===== src/common/dit_pkg.sv =====
package dit_pkg;

  // ---------------------------------------------------------------
  // timing
  // ---------------------------------------------------------------
  localparam int unsigned CLK_HZ       = 100_000_000;
  localparam int unsigned TICK_TIME_US = 1000;
  localparam int unsigned TICK_CYCLES  = CLK_HZ / 1_000_000 * TICK_TIME_US;
  localparam int unsigned DLY_UNIT_MS  = 100;

  // ---------------------------------------------------------------
  // register indices
  // ---------------------------------------------------------------
  localparam logic [5:0] A_OC_LEVEL = 6'h00;
  localparam logic [5:0] A_POL_LO   = 6'h01;
  localparam logic [5:0] A_POL_HI   = 6'h02;
  localparam logic [5:0] A_WIRING   = 6'h03;
  localparam logic [5:0] A_FILTER   = 6'h04;
  localparam logic [5:0] A_VACTIVE  = 6'h05;
  localparam logic [5:0] A_DLY_BASE = 6'h06;
  localparam logic [5:0] A_FN_BASE  = 6'h10;
  localparam logic [5:0] A_VVALUE   = 6'h18;
  localparam logic [5:0] A_CTRL     = 6'h19;
  localparam logic [5:0] A_LEVELS   = 6'h1A;
  localparam logic [5:0] A_CMDSTAT  = 6'h1B;

  // ---------------------------------------------------------------
  // reset values and fields
  // ---------------------------------------------------------------
  localparam logic [15:0] RST_OC_LEVEL = 16'h0001;
  localparam logic [15:0] RST_FILTER   = 16'h000a;
  localparam logic [15:0] RST_ZERO     = 16'h0000;
  localparam int unsigned POL_DIGIT    = 4;
  localparam int unsigned CF_MODE_LSB  = 0;
  localparam int unsigned CF_STBASE    = 2;
  localparam int unsigned CF_AUX_LSB   = 3;
  localparam int unsigned CF_SRC_LSB   = 6;
  localparam int unsigned CF_COMM_LSB  = 8;

  // ---------------------------------------------------------------
  // encodings
  // ---------------------------------------------------------------
  localparam logic [1:0] CS_KEYPAD = 2'h0;
  localparam logic [1:0] CS_TERM   = 2'h1;
  localparam logic [1:0] CS_COMM   = 2'h2;
  localparam logic [1:0] CM_VF     = 2'h0;
  localparam logic [1:0] CM_FVC    = 2'h2;
  localparam logic [2:0] AUX_DIG0  = 3'h0;
  localparam logic [2:0] AUX_DIG7  = 3'h7;
  localparam logic [1:0] WM_2W1    = 2'h0;
  localparam logic [1:0] WM_2W2    = 2'h1;
  localparam logic [1:0] WM_3W1    = 2'h2;
  localparam logic [1:0] WM_3W2    = 2'h3;

  localparam int unsigned F_FWD = 1;
  localparam int unsigned F_REV = 2;
  localparam int unsigned F_3W  = 5;
  localparam int unsigned F_KEYPAD = 38;
  localparam int unsigned F_TERM   = 39;
  localparam int unsigned F_COMM   = 40;
  localparam int unsigned F_REVINH = 42;
  localparam int unsigned F_RUNINH = 43;
  localparam int unsigned F_EXTSTP = 44;
  localparam int unsigned F_AUXCLR = 45;
  localparam int unsigned F_SPDTRQ = 47;
  localparam int unsigned F_TRQDIR = 48;
  localparam int unsigned F_MOTOR  = 55;
  localparam int unsigned F_ESTOP  = 60;
  localparam int unsigned F_WPAUSE = 61;
  localparam int unsigned F_WRESET = 62;
  localparam int unsigned F_CRESET = 63;
  localparam int unsigned F_CTRIG  = 64;
  localparam int unsigned F_ECLR   = 65;
  localparam int unsigned F_EHOLD  = 66;
  localparam int unsigned F_LCOUNT = 67;
  localparam int unsigned F_LRESET = 68;
  localparam int unsigned F_VF     = 69;
  localparam int unsigned F_FVC    = 70;

  // ---------------------------------------------------------------
  // carriers
  // ---------------------------------------------------------------
  typedef struct packed {
    logic        wr;
    logic        rd;
    logic [5:0]  addr;
    logic [15:0] wdata;
  } dit_bus_t;

  typedef struct packed {
    logic [1:0] cmd_src;
    logic [2:0] comm_method;
    logic       run;
    logic       run_rev;
    logic       coast_stop;
    logic       zero_freq;
    logic       ext_stop;
    logic       emer_stop;
    logic       aux_clear;
    logic       torque_mode;
    logic       torque_neg;
    logic       motor2;
    logic [1:0] ctrl_mode;
    logic       wobble_pause;
    logic       wobble_reset;
    logic       count_reset;
    logic       count_en;
    logic       energy_clear;
    logic       energy_hold;
    logic       length_count;
    logic       length_reset;
  } dit_cmd_t;

endpackage : dit_pkg


===== src/hdl/dit_in_chan.sv =====
`timescale 1ns/1ns
`default_nettype none
module dit_in_chan (
  // clock and reset
  input  wire logic        mclk_in,
  input  wire logic        rstn_in,
  // level and timebase
  input  wire logic        level_in,
  input  wire logic        tick_in,
  // settings
  input  wire logic [15:0] filt_ms_in,
  input  wire logic [15:0] on_dly_in,
  input  wire logic [15:0] off_dly_in,
  // conditioned level
  output logic             level_out
);

  typedef struct packed {
    logic [15:0] filt_cnt;
    logic        filt_lvl;
    logic [23:0] dly_cnt;
    logic        out;
  } dit_chan_t;

  dit_chan_t   st_r;
  dit_chan_t   st_nxt;
  logic [23:0] target;

  always_comb
  begin
    st_nxt = st_r;
    target = 24'h00_0000;
    // filter: level must hold for the whole filter time
    if (level_in == st_r.filt_lvl)
      st_nxt.filt_cnt = 16'h0000;
    else if (filt_ms_in == 16'h0000)
      st_nxt.filt_lvl = level_in;
    else if (tick_in)
    begin
      if (st_r.filt_cnt + 16'h0001 >= filt_ms_in)
      begin
        st_nxt.filt_lvl = level_in;
        st_nxt.filt_cnt = 16'h0000;
      end
      else
        st_nxt.filt_cnt = st_r.filt_cnt + 16'h0001;
    end
    // delay after the filter, separate times per edge direction
    target = 24'((st_r.filt_lvl ? on_dly_in : off_dly_in) * dit_pkg::DLY_UNIT_MS);
    if (st_r.filt_lvl == st_r.out)
      st_nxt.dly_cnt = 24'h00_0000;
    else if (target == 24'h00_0000)
      st_nxt.out = st_r.filt_lvl;
    else if (tick_in)
    begin
      if (st_r.dly_cnt + 24'h00_0001 >= target)
      begin
        st_nxt.out     = st_r.filt_lvl;
        st_nxt.dly_cnt = 24'h00_0000;
      end
      else
        st_nxt.dly_cnt = st_r.dly_cnt + 24'h00_0001;
    end
  end

  always_ff @(posedge mclk_in or negedge rstn_in)
  begin
    if (!rstn_in)
      st_r <= '0;
    else
      st_r <= st_nxt;
  end

  assign level_out = st_r.out;

endmodule : dit_in_chan
`default_nettype wire


===== src/hdl/dit_input_top.sv =====
`timescale 1ns/1ns
`default_nettype none
module dit_input_top #(
  parameter int unsigned TICK_CYCLES = dit_pkg::TICK_CYCLES
) (
  // clock and reset
  input  wire logic              mclk_in,
  input  wire logic              rstn_in,
  // register port
  input  wire dit_pkg::dit_bus_t bus_in,
  output logic [15:0]            rdata_out,
  // terminals
  input  wire logic [7:0]        term_pins_in,
  // drive state
  input  wire logic              running_in,
  input  wire logic              rev_running_in,
  // commands to drive
  output dit_pkg::dit_cmd_t      cmd_out
);

  // ---------------------------------------------------------------
  // state
  // ---------------------------------------------------------------
  typedef struct packed {
    logic [7:0]        sync1;
    logic [7:0]        sync2;
    logic [16:0]       tick_cnt;
    logic              tick;
    logic              oc_level;
    logic [15:0]       pol_lo;
    logic [15:0]       pol_hi;
    logic [1:0]        wiring;
    logic [15:0]       filt_ms;
    logic [7:0]        vactive;
    logic [7:0]        vvalue;
    logic [7:0][15:0]  dly;
    logic [7:0][6:0]   fn_sel;
    logic [10:0]       ctrl;
    logic              rev_pre;
    logic              run_r;
    logic              rev_r;
    logic              fwd_prev;
    logic              rev_prev;
    logic [15:0]       rdata;
    dit_pkg::dit_cmd_t cmd;
  } dit_state_t;

  dit_state_t   st_r;
  dit_state_t   st_nxt;
  logic [7:0]   pol_bits;
  logic [7:0]   pre_lvl;
  logic [7:0]   chan_lvl;
  logic [7:0]   act;
  logic [127:0] hit;
  logic         vec;
  logic [1:0]   mode;
  logic [2:0]   aux_src;

  // ---------------------------------------------------------------
  // per-input conditioning
  // ---------------------------------------------------------------
  genvar gi;
  generate
    for (gi = 0; gi < 8; gi++)
    begin : g_chan
      logic [15:0] on_dly;
      logic [15:0] off_dly;
      if (gi < 4)
      begin : g_dly
        assign on_dly  = st_r.dly[2 * gi];
        assign off_dly = st_r.dly[2 * gi + 1];
      end
      else
      begin : g_nodly
        assign on_dly  = 16'h0000;
        assign off_dly = 16'h0000;
      end
      if (gi < 4)
      begin : g_plo
        assign pol_bits[gi] = st_r.pol_hi[0] & 1'b0 | st_r.pol_lo[gi * dit_pkg::POL_DIGIT];
      end
      else
      begin : g_phi
        assign pol_bits[gi] = st_r.pol_hi[(gi - 4) * dit_pkg::POL_DIGIT];
      end
      // pin level to contact state, then polarity, ahead of the filter
      assign pre_lvl[gi] = st_r.sync2[gi] ^ st_r.oc_level ^ pol_bits[gi];
      dit_in_chan i_dit_in_chan (
        .mclk_in    (mclk_in),
        .rstn_in    (rstn_in),
        .level_in   (pre_lvl[gi]),
        .tick_in    (st_r.tick),
        .filt_ms_in (st_r.filt_ms),
        .on_dly_in  (on_dly),
        .off_dly_in (off_dly),
        .level_out  (chan_lvl[gi])
      );
      assign act[gi] = chan_lvl[gi] | (st_r.vactive[gi] & st_r.vvalue[gi]);
    end
  endgenerate

  // ---------------------------------------------------------------
  // function decode
  // ---------------------------------------------------------------
  always_comb
  begin
    hit = '0;
    for (int i = 0; i < 8; i++)
    begin
      if (act[i])
        hit[st_r.fn_sel[i]] = 1'b1;
    end
  end

  assign mode    = st_r.ctrl[dit_pkg::CF_MODE_LSB +: 2];
  assign aux_src = st_r.ctrl[dit_pkg::CF_AUX_LSB +: 3];

  // ---------------------------------------------------------------
  // next state
  // ---------------------------------------------------------------
  always_comb
  begin
    st_nxt       = st_r;
    vec          = 1'b0;
    st_nxt.sync1 = term_pins_in;
    st_nxt.sync2 = st_r.sync1;

    // millisecond timebase for filter and delays
    st_nxt.tick = 1'b0;
    if (st_r.tick_cnt >= 17'(TICK_CYCLES - 1))
    begin
      st_nxt.tick_cnt = '0;
      st_nxt.tick     = 1'b1;
    end
    else
      st_nxt.tick_cnt = st_r.tick_cnt + 17'h0_0001;

    // register writes
    if (bus_in.wr)
    begin
      case (bus_in.addr)
        dit_pkg::A_OC_LEVEL: st_nxt.oc_level = bus_in.wdata[0];
        dit_pkg::A_POL_LO:   st_nxt.pol_lo   = bus_in.wdata & 16'h1111;
        dit_pkg::A_POL_HI:   st_nxt.pol_hi   = bus_in.wdata & 16'h1111;
        dit_pkg::A_WIRING:   st_nxt.wiring   = bus_in.wdata[1:0];
        dit_pkg::A_FILTER:   st_nxt.filt_ms  = bus_in.wdata;
        dit_pkg::A_VACTIVE:  st_nxt.vactive  = bus_in.wdata[7:0];
        dit_pkg::A_VVALUE:   st_nxt.vvalue   = bus_in.wdata[7:0];
        dit_pkg::A_CTRL:     st_nxt.ctrl     = bus_in.wdata[10:0];
        default:
        begin
          if (bus_in.addr >= dit_pkg::A_DLY_BASE && bus_in.addr < dit_pkg::A_DLY_BASE + 6'd8)
            st_nxt.dly[3'(bus_in.addr - dit_pkg::A_DLY_BASE)] = bus_in.wdata;
          else if (bus_in.addr >= dit_pkg::A_FN_BASE && bus_in.addr < dit_pkg::A_VVALUE)
            st_nxt.fn_sel[bus_in.addr[2:0]] = bus_in.wdata[6:0];
        end
      endcase
    end

    // register reads, data in the following cycle
    st_nxt.rdata = 16'h0000;
    if (bus_in.rd)
    begin
      case (bus_in.addr)
        dit_pkg::A_OC_LEVEL: st_nxt.rdata = {15'h0000, st_r.oc_level};
        dit_pkg::A_POL_LO:   st_nxt.rdata = st_r.pol_lo;
        dit_pkg::A_POL_HI:   st_nxt.rdata = st_r.pol_hi;
        dit_pkg::A_WIRING:   st_nxt.rdata = {14'h0000, st_r.wiring};
        dit_pkg::A_FILTER:   st_nxt.rdata = st_r.filt_ms;
        dit_pkg::A_VACTIVE:  st_nxt.rdata = {8'h00, st_r.vactive};
        dit_pkg::A_VVALUE:   st_nxt.rdata = {8'h00, st_r.vvalue};
        dit_pkg::A_CTRL:     st_nxt.rdata = {5'h00, st_r.ctrl};
        dit_pkg::A_LEVELS:   st_nxt.rdata = {act, chan_lvl};
        dit_pkg::A_CMDSTAT:  st_nxt.rdata = {st_r.cmd.cmd_src, st_r.cmd.ctrl_mode,
                                             st_r.cmd.run, st_r.cmd.run_rev,
                                             st_r.cmd.coast_stop, st_r.cmd.zero_freq,
                                             st_r.cmd.ext_stop, st_r.cmd.emer_stop,
                                             st_r.cmd.aux_clear, st_r.cmd.torque_mode,
                                             st_r.cmd.torque_neg, st_r.cmd.motor2,
                                             2'b00};
        default:
        begin
          if (bus_in.addr >= dit_pkg::A_DLY_BASE && bus_in.addr < dit_pkg::A_DLY_BASE + 6'd8)
            st_nxt.rdata = st_r.dly[3'(bus_in.addr - dit_pkg::A_DLY_BASE)];
          else if (bus_in.addr >= dit_pkg::A_FN_BASE && bus_in.addr < dit_pkg::A_VVALUE)
            st_nxt.rdata = {9'h000, st_r.fn_sel[bus_in.addr[2:0]]};
        end
      endcase
    end

    // command source override, keypad first, release falls back
    if (hit[dit_pkg::F_KEYPAD])
      st_nxt.cmd.cmd_src = dit_pkg::CS_KEYPAD;
    else if (hit[dit_pkg::F_TERM])
      st_nxt.cmd.cmd_src = dit_pkg::CS_TERM;
    else if (hit[dit_pkg::F_COMM])
      st_nxt.cmd.cmd_src = dit_pkg::CS_COMM;
    else
      st_nxt.cmd.cmd_src = st_r.ctrl[dit_pkg::CF_SRC_LSB +: 2];
    st_nxt.cmd.comm_method = st_r.ctrl[dit_pkg::CF_COMM_LSB +: 3];

    // reverse inhibit: remember whether it came before reverse running
    if (!hit[dit_pkg::F_REVINH])
      st_nxt.rev_pre = 1'b0;
    else if (!rev_running_in)
      st_nxt.rev_pre = 1'b1;
    st_nxt.cmd.zero_freq  = hit[dit_pkg::F_REVINH] & st_r.rev_pre;
    st_nxt.cmd.coast_stop = hit[dit_pkg::F_RUNINH]
                          | (hit[dit_pkg::F_REVINH] & rev_running_in & ~st_r.rev_pre);

    st_nxt.cmd.ext_stop  = hit[dit_pkg::F_EXTSTP] & running_in;
    st_nxt.cmd.emer_stop = hit[dit_pkg::F_ESTOP];
    st_nxt.cmd.aux_clear = hit[dit_pkg::F_AUXCLR]
                         & (aux_src == dit_pkg::AUX_DIG0 || aux_src == dit_pkg::AUX_DIG7);

    // forced control mode, scalar wins if both asserted
    if (hit[dit_pkg::F_VF])
      st_nxt.cmd.ctrl_mode = dit_pkg::CM_VF;
    else if (hit[dit_pkg::F_FVC])
      st_nxt.cmd.ctrl_mode = dit_pkg::CM_FVC;
    else
      st_nxt.cmd.ctrl_mode = mode;
    vec = (st_nxt.cmd.ctrl_mode != dit_pkg::CM_VF);
    st_nxt.cmd.torque_mode = vec
                           & (hit[dit_pkg::F_SPDTRQ] ^ st_r.ctrl[dit_pkg::CF_STBASE]);
    st_nxt.cmd.torque_neg  = vec & st_nxt.cmd.torque_mode & hit[dit_pkg::F_TRQDIR];

    st_nxt.cmd.motor2       = hit[dit_pkg::F_MOTOR];
    st_nxt.cmd.wobble_pause = hit[dit_pkg::F_WPAUSE];
    st_nxt.cmd.wobble_reset = hit[dit_pkg::F_WRESET];
    st_nxt.cmd.count_reset  = hit[dit_pkg::F_CRESET];
    st_nxt.cmd.count_en     = hit[dit_pkg::F_CTRIG];
    st_nxt.cmd.energy_clear = hit[dit_pkg::F_ECLR];
    st_nxt.cmd.energy_hold  = hit[dit_pkg::F_EHOLD] & ~hit[dit_pkg::F_ECLR];
    st_nxt.cmd.length_count = hit[dit_pkg::F_LCOUNT];
    st_nxt.cmd.length_reset = hit[dit_pkg::F_LRESET];

    // run and direction wiring
    st_nxt.fwd_prev = hit[dit_pkg::F_FWD];
    st_nxt.rev_prev = hit[dit_pkg::F_REV];
    case (st_r.wiring)
      dit_pkg::WM_2W1:
      begin
        st_nxt.run_r = hit[dit_pkg::F_FWD] ^ hit[dit_pkg::F_REV];
        st_nxt.rev_r = hit[dit_pkg::F_REV] & ~hit[dit_pkg::F_FWD];
      end
      dit_pkg::WM_2W2:
      begin
        st_nxt.run_r = hit[dit_pkg::F_FWD];
        st_nxt.rev_r = hit[dit_pkg::F_REV];
      end
      dit_pkg::WM_3W1:
      begin
        // stop button input must carry function 5, else nothing latches
        if (!hit[dit_pkg::F_3W])
          st_nxt.run_r = 1'b0;
        else if (hit[dit_pkg::F_FWD] && !st_r.fwd_prev)
        begin
          st_nxt.run_r = 1'b1;
          st_nxt.rev_r = 1'b0;
        end
        else if (hit[dit_pkg::F_REV] && !st_r.rev_prev)
        begin
          st_nxt.run_r = 1'b1;
          st_nxt.rev_r = 1'b1;
        end
      end
      dit_pkg::WM_3W2:
      begin
        if (!hit[dit_pkg::F_3W])
          st_nxt.run_r = 1'b0;
        else if (hit[dit_pkg::F_FWD] && !st_r.fwd_prev)
          st_nxt.run_r = 1'b1;
        st_nxt.rev_r = hit[dit_pkg::F_REV];
      end
      default:
      begin
        st_nxt.run_r = 1'b0;
      end
    endcase
    // run inhibit gates the run request itself
    st_nxt.cmd.run     = st_r.run_r & ~hit[dit_pkg::F_RUNINH];
    st_nxt.cmd.run_rev = st_r.rev_r;
  end

  // ---------------------------------------------------------------
  // registers
  // ---------------------------------------------------------------
  always_ff @(posedge mclk_in or negedge rstn_in)
  begin
    if (!rstn_in)
    begin
      st_r          <= '0;
      st_r.oc_level <= dit_pkg::RST_OC_LEVEL[0];
      st_r.filt_ms  <= dit_pkg::RST_FILTER;
    end
    else
      st_r <= st_nxt;
  end

  assign rdata_out = st_r.rdata;
  assign cmd_out   = st_r.cmd;

endmodule : dit_input_top
`default_nettype wire


===== config.mk =====
export PLATFORM = sky130hd
export DESIGN_NAME = dit_input_top
export DESIGN_NICKNAME = d
export VERILOG_FILES = /design/src/common/dit_pkg.sv /design/src/hdl/dit_in_chan.sv /design/src/hdl/dit_input_top.sv
export SDC_FILE = /design/constraint.sdc
export NUM_CORES = 2
export LEC_CHECK = 0
export BUFFER_PORTS_ARGS = -buffer_cell sky130_fd_sc_hd__buf_2
export CAP_MARGIN = 0
export CELL_PAD_IN_SITES_DETAIL_PLACEMENT = 2
export CELL_PAD_IN_SITES_GLOBAL_PLACEMENT = 2
export CORE_MARGIN = 10
export CORE_UTILIZATION = 40
export DETAILED_ROUTE_END_ITERATION = 8
export GPL_ROUTABILITY_DRIVEN = 0
export PLACE_DENSITY = 0.76
export SYNTH_ARGS = -nofsm -noshare
export SYNTH_HDL_FRONTEND = slang
export SYNTH_SLANG_ARGS = --single-unit

===== constraint.sdc =====
create_clock -name mclk_in -period 6.8 [get_ports mclk_in]
set_input_delay 0.68 -clock mclk_in [delete_from_list [all_inputs] [get_ports mclk_in]]
set_output_delay 0.68 -clock mclk_in [all_outputs]
set_load 0.02 [all_outputs]

## After elaboration in Yosys (flattened, before gate mapping)

Index checks and enable logic that the tools add are counted.

- Register bits: 558
- Latch bits: 0
- Bits in writable memories: 0
- Memory bits (read-only): 0
- Input port bits: 36
- Output and inout bits: 41
- Logic and storage cells: 477
- Memories kept: 0

- Add/subtract/negate cells: 14
- Multiply operators: 4
- Div/mod/pow operators: 0
- $lt $le $gt $ge: 37
- Eq/ne operators: 46
- Shift operators: 0
- Mux-type cells: 130
- Bitwise operators: 71
- Reductions and logical operators: 92

Operators with widths:

| cell | number |
|---|---|
| $mux W71 | 8 |
| $mux W16 | 32 |
| $or A71 B71 Y71 | 7 |
| $mux W24 | 12 |
| $pmux W16 S10 | 1 |
| $mux W17 | 9 |
| $add A16 B1 Y16 const B | 8 |
| $bwmux W128 | 1 |
| $ge A16 B16 Y1 | 8 |
| $mul A32 B5 Y22 const B | 4 |
| $mux W25 | 4 |
| $add A24 B1 Y24 const B | 4 |
| $ge A24 B24 Y1 | 4 |
| $logic_not A24 Y1 | 4 |
| $lt A7 B8 Y1 const B | 8 |
| $reduce_bool A2 Y1 | 30 |
| $bwmux W56 | 1 |
| $demux W1 S7 | 8 |
| $ge A7 B1 Y1 const B | 8 |
| $bmux W16 S3 | 1 |
| $demux W16 S3 | 1 |
| $reduce_and A2 Y1 | 22 |
| $mux W1 | 39 |
| $reduce_and A3 Y1 | 13 |
| 39 further kinds | 157 |

## Logic depth before layout (Yosys ltp)

- Word-level depth: 25
- Depth in mapped cells: 28
- Mapped depth without buffers: 24

## Cells and area by module

From an unflattened synthesis, not the netlist that was laid out.

- Cells, all modules: 6661
- Area total of the unflattened synthesis: 60589.4 um^2

Modules (own cells, without submodules):

| module | instances | cells each | area an instance (um^2) | sequential area each (um^2) |
|---|---|---|---|---|
| dit_in_chan (g_chan[2].i_dit_in_chan ...) | 4 | 673 | 5551.6 | 1051.0 |
| dit_input_top | 1 | 1383 | 16728.5 | 7961.4 |
| dit_in_chan (g_chan[0].i_dit_in_chan ...) | 2 | 658 | 5371.4 | 1051.0 |
| dit_in_chan (g_chan[6].i_dit_in_chan) | 1 | 658 | 5541.6 | 1051.0 |
| dit_in_chan (g_chan[7].i_dit_in_chan) | 1 | 612 | 5370.2 | 1051.0 |

## Worst setup path before layout

No wires, ideal clock.

- Path type: register to register
- Start point: register g_chan[2].i_dit_in_chan.st_r[25] (netlist bit)
- End point: register g_chan[2].i_dit_in_chan.st_r[9] (netlist bit)
- Setup time: 0.101 ns
- Arrival time: 6.073 ns
- Required time: 6.699 ns
- Slack: 0.626 ns
- Cell stages (with the launch flop): 28
- Buffers on the path: 3
- Period minus slack after synthesis: 6.174 ns
- Cells stage by stage: dfrtp_1 > buf_1 > buf_1 > mux2i_1 > inv_1 > ha_1 > ha_1 > inv_1 > fa_1 > inv_1 > ha_1 > a21o_1 > a21o_1 > a221o_1 > nand2_1 > nand2_1 > or2_2 > a21oi_1 > xnor2_1 > ha_1 > o21ai_0 > a21oi_1 > o21ai_0 > nand2b_1 > a221oi_1 > clkbuf_1 > a211oi_1 > o32ai_1

- Cells in the longest elaborated chain, start to end: 7
- Elaborated cells between the ends (all ways): 12
- Classes of those cells: mul (1); order compare (1); eq/ne (2); mux (5); reduce/logical (3)

Ends and longest elaborated chain:

| item | line | text |
|---|---|---|
| from (decl) | dit_in_chan.sv:25 | `dit_chan_t st_r;` |
| from (signal assigned) | dit_in_chan.sv:71 | `st_r <= st_nxt;` |
| $mux W16 | dit_in_chan.sv:49 | `target = 24'((st_r.filt_lvl ? on_dly_in : off_dly_in) * dit_pkg::DLY_UNIT_MS);` |
| $mul A32 B5 Y22 | dit_in_chan.sv:49 |  |
| $ge A24 B24 Y1 | dit_in_chan.sv:56 | `if (st_r.dly_cnt + 24'h00_0001 >= target)` |
| $mux W24 | dit_in_chan.sv:56 |  |
| $mux W25 | dit_in_chan.sv:54 | `else if (tick_in)` |
| $mux W24 | dit_in_chan.sv:52 | `else if (target == 24'h00_0000)` |
| $mux W24 | dit_in_chan.sv:50 | `if (st_r.filt_lvl == st_r.out)` |

Several ways; a longest one is shown, not always the timed one. The select of a mux whose other input is x is not followed.
A chain may end at the register's enable or synchronous reset.

## Worst setup path in the final report

- Start point: register g_chan[0].i_dit_in_chan.st_r[25] (netlist bit)
- End point: register g_chan[0].i_dit_in_chan.st_r (netlist bit g_chan[0].i_dit_in_chan.level_out)

- Cells in the longest elaborated chain, start to end: 5
- Elaborated cells between the ends (all ways): 12
- Classes of those cells: mul (1); order compare (1); eq/ne (1); mux (4); bitwise (1); reduce/logical (4)

Ends and longest elaborated chain:

| item | line |
|---|---|
| from (decl) | dit_in_chan.sv:25 |
| from (signal assigned) | dit_in_chan.sv:71 |
| $mux W16 | dit_in_chan.sv:49 |
| $mul A32 B5 Y22 | dit_in_chan.sv:49 |
| $ge A24 B24 Y1 or $logic_not A24 Y1 (tied branches) | dit_in_chan.sv:56, dit_in_chan.sv:52 |
| $reduce_bool A2 Y1 (no source line) | - |
| $reduce_and A3 Y1 (no source line) | - |

Several ways; a longest one is shown, not always the timed one. The select of a mux whose other input is x is not followed.

==> out/qor.yml <==
io_pins: 77
portBuffers: 76
cts_buffer_depth: 3
vias_per_cell: 6.092
min_path_type: "in2async"
synthAdderAreaFrac_pct: 15.22
netlist_top_cells_area: "dfrtp_1 (32%), ha_1 (13%), mux2_2 (6.9%)"
nets: 5102
final_common_cell: "dfrtp_1"
tritoncts: "done"
postCtsSetupBuffers: 0
synth-xor-area-share_pct: 5.313
final_core_util_pct: 44.42
stdcell_count: 6032
worst_pin_slew_ps: 1361
dr.pass1.iters: 7
peakVddDrop_mv: 0.1907
wl_per_cell_um: 26.98
synthFlopType: "dfrtp_1"
initial_utilization_pct: 40.48
syn_area_per_cell_um2: 9.498
arrival_ps: 7040
netlist_instances: 4582
worst-setup-path-type: "reg2reg"
synth_edf_count: 0
postRouteAntennaNets: 0
final_max_slew_viol_count: 0
yosysWarnings: 0
syn2layout_area_growth_pct: 9.723
first_global_vias: 40650
synthesis.area_mm2: 0.04352
grt_use_total_pct: 26.18
muxShareOfSynthArea_pct: 11.75
r2r_start: "g_chan[0].i_dit_in_chan.st_r[25]$_DFFE_PN0P_"
postCtsHoldBufs: 0
place_hpwl_mm: 116.0
slew_headroom_pct: 6.933
maxCapViolCount: 0
synthArstFlopShare_pct: 100.0
clk_latency_ps: 680
finalWorstSetupSlack_ps: 317.4
crit_path_start_kind: "flop"
grt_pass1_wl_mm: 252.4
drive_gt1_share_pct: 14.21
ys_seq_elements: 558
clk_pin_slew_ps: 70
r2r_end: "g_chan[0].i_dit_in_chan.level_out$_DFFE_PN0P_"
hold_viol: 0
rows: 120
drtIter0Drc: 2261
syn_nets: 5121
fp.dieH_um: 349.8
cts_made_buffers: 72
synth_top_family_by_area: "simple AND/OR/NAND/NOR gates"
fmaxAchievable_ghz: 0.1543
die_x_um: 349.8
htreeDepth: 3
grt_max_degree: 164
power.density_mw_per_mm2: 323.3
crit_required_ps: 7350
worst_r2r_path_depth: 25
synth_top_area_share_pct: 31.91
cts_root_buf: "clkbuf_16"
core_region_area_mm2: 0.1075
drc: 0
rsz0062_at_grt: "true"
cts_resized: 0
grt_antenna_before_repair: 16
worst-path-max-fanout: 11
finClkSkew_ps: 49.07
wl_mm: 162.8
period_share_pct: 95.33
period_minus_slack_ps: 6483
overflow: 0
ys_seq_area_share_pct: 32.09
crit_start: "g_chan[0].i_dit_in_chan.st_r[25]$_DFFE_PN0P_"
worst_setup_path_end_kind: "flop"
synth_simple_gate_area_share_pct: 16.97
place_inst: 5892
clock_sinks: 558
r2r_setup_slack_ps: 320
synth_largest_area_cell: "dfrtp_1"
yosysUniqueCellTypes: 99
synth-compound-area-share_pct: 13.48
die_area_mm2: 0.1224
final_cell_mix: "dfrtp_1 (554), ha_1 (459), nand2_1 (392)"
setup_viol: 0
status: "complete, no violations"
vias: 36750
static-leakage-power_nw: 23.62
place_ws_ps: 233.0
==> report_power, final <==
part	internal [W]	switching, W
sequential	0.00361	0.000473
clock	0.00241	0.00171
combinational	0.00263	0.00461
total	0.00864	0.00680
==> state kept, by name, summed over array words and instances (netlist names) <==
signal	flops
st_r	124
cmd_out	25
rdata_out	16
g_chan.on_dly	64
g_chan.i_dit_in_chan.st_r	232
g_chan.off_dly	64
pol_bits	8
st_nxt	12
mode	2
aux_src	3
g_chan.i_dit_in_chan.level_out	8
==> critical path, cell delays in order, from the launching register on <==
cell and delay (ps):
dfrtp_1 450, buf_4 320, buf_4 270, mux2_2 410, ha_1 300, ha_1 280, inv_1 50, fa_1 520
inv_1 70, ha_1 410, o21ai_1 170, o21ai_0 180, nand2_1 110, a221o_1 350, or2_2 290, ha_1 330
nand4_1 110, nor2_1 200, o211ai_1 130, a311oi_1 230, buf_4 190, nor2_1 50, buf_4 170, buf_4 180
o21ai_1 220, mux2_2 400
==> routing by layer <==
layer	track usage (%)	vias to the layer above	share of wire, %
met5	0	-	0.042
met4	10.49	10	4.2
met1	33.69	19030	44
met2	43.59	898	47
met3	4.162	353	4.8
li1	-	16450	-
==> per-stage QoR <==
stage	total power [W]	hold slack [ps]	cell area (um^2)	setup TNS, ps
finish	0.01544	31.03	47750	0
global route	0.01649	84.80	47740	-68.09
CTS	0.01548	43.47	47680	0
detailed placement	0.01114	341.8	45200	0
global placement	0.01074	336.1	45200	0
floorplan	0.008753	331.2	43520	0
==> area by class of cell <==
cell class / count / area (um^2)
flip-flops and latches: 558 / 13970
multi-input cells: 3477 / 27410
diodes: 7 / 17.52
well taps: 1403 / 1755
clock buffers: 96 / 2053
clock inverters: 37 / 431.7
repair buffers: 142 / 940.9
fillers: 11400 / 59750
inverters: 312 / 1171
==> worst max path at each step <==
stage,end,cells past startpoint,slack (ps)
after floorplan,g_chan[2].i_dit_in_chan.st_r[9]$_DFFE_PN0P_,27,630
after global placement,g_chan[0].i_dit_in_chan.level_out$_DFFE_PN0P_,25,480
after detailed placement,g_chan[0].i_dit_in_chan.st_r[19]$_DFFE_PN0P_,25,230
after CTS,g_chan[0].i_dit_in_chan.level_out$_DFFE_PN0P_,24,50
after global routing,g_chan[0].i_dit_in_chan.level_out$_DFFE_PN0P_,25,-70
final,g_chan[0].i_dit_in_chan.level_out$_DFFE_PN0P_,25,320
==> synthesized netlist by cell type, types with 47 or more instances <==
| library cell | count |
|---|---|
| dfrtp_1 | 555 |
| ha_1 | 459 |
| nand2_1 | 392 |
| inv_1 | 310 |
| nor2_1 | 279 |
| mux2_2 | 266 |
| nand3_1 | 196 |
| a21oi_1 | 172 |
| xnor2_1 | 164 |
| clkbuf_1 | 160 |
| o21ai_0 | 130 |
| xor2_1 | 100 |
| a21o_1 | 97 |
| mux2i_1 | 91 |
| nand2b_1 | 81 |
| nand4_1 | 77 |
| nor3_1 | 76 |
| and3_1 | 73 |
| mux4_2 | 53 |
| a22o_1 | 51 |
| nor2b_1 | 47 |
==> kinds of logic (layout without fill, tap and decap cells) <==
kind of cell,Yosys count,count (layout)
buffers and inverters,547,587
other,0,7
AOI/OAI and AO/OA,843,843
muxes,411,411
adders and majority gates,503,503
xor gates and xnor gates,264,264
and+or+nand+nor,1456,1456
DFF,558,558
Note: power is estimated with default switching activity, not from simulation.
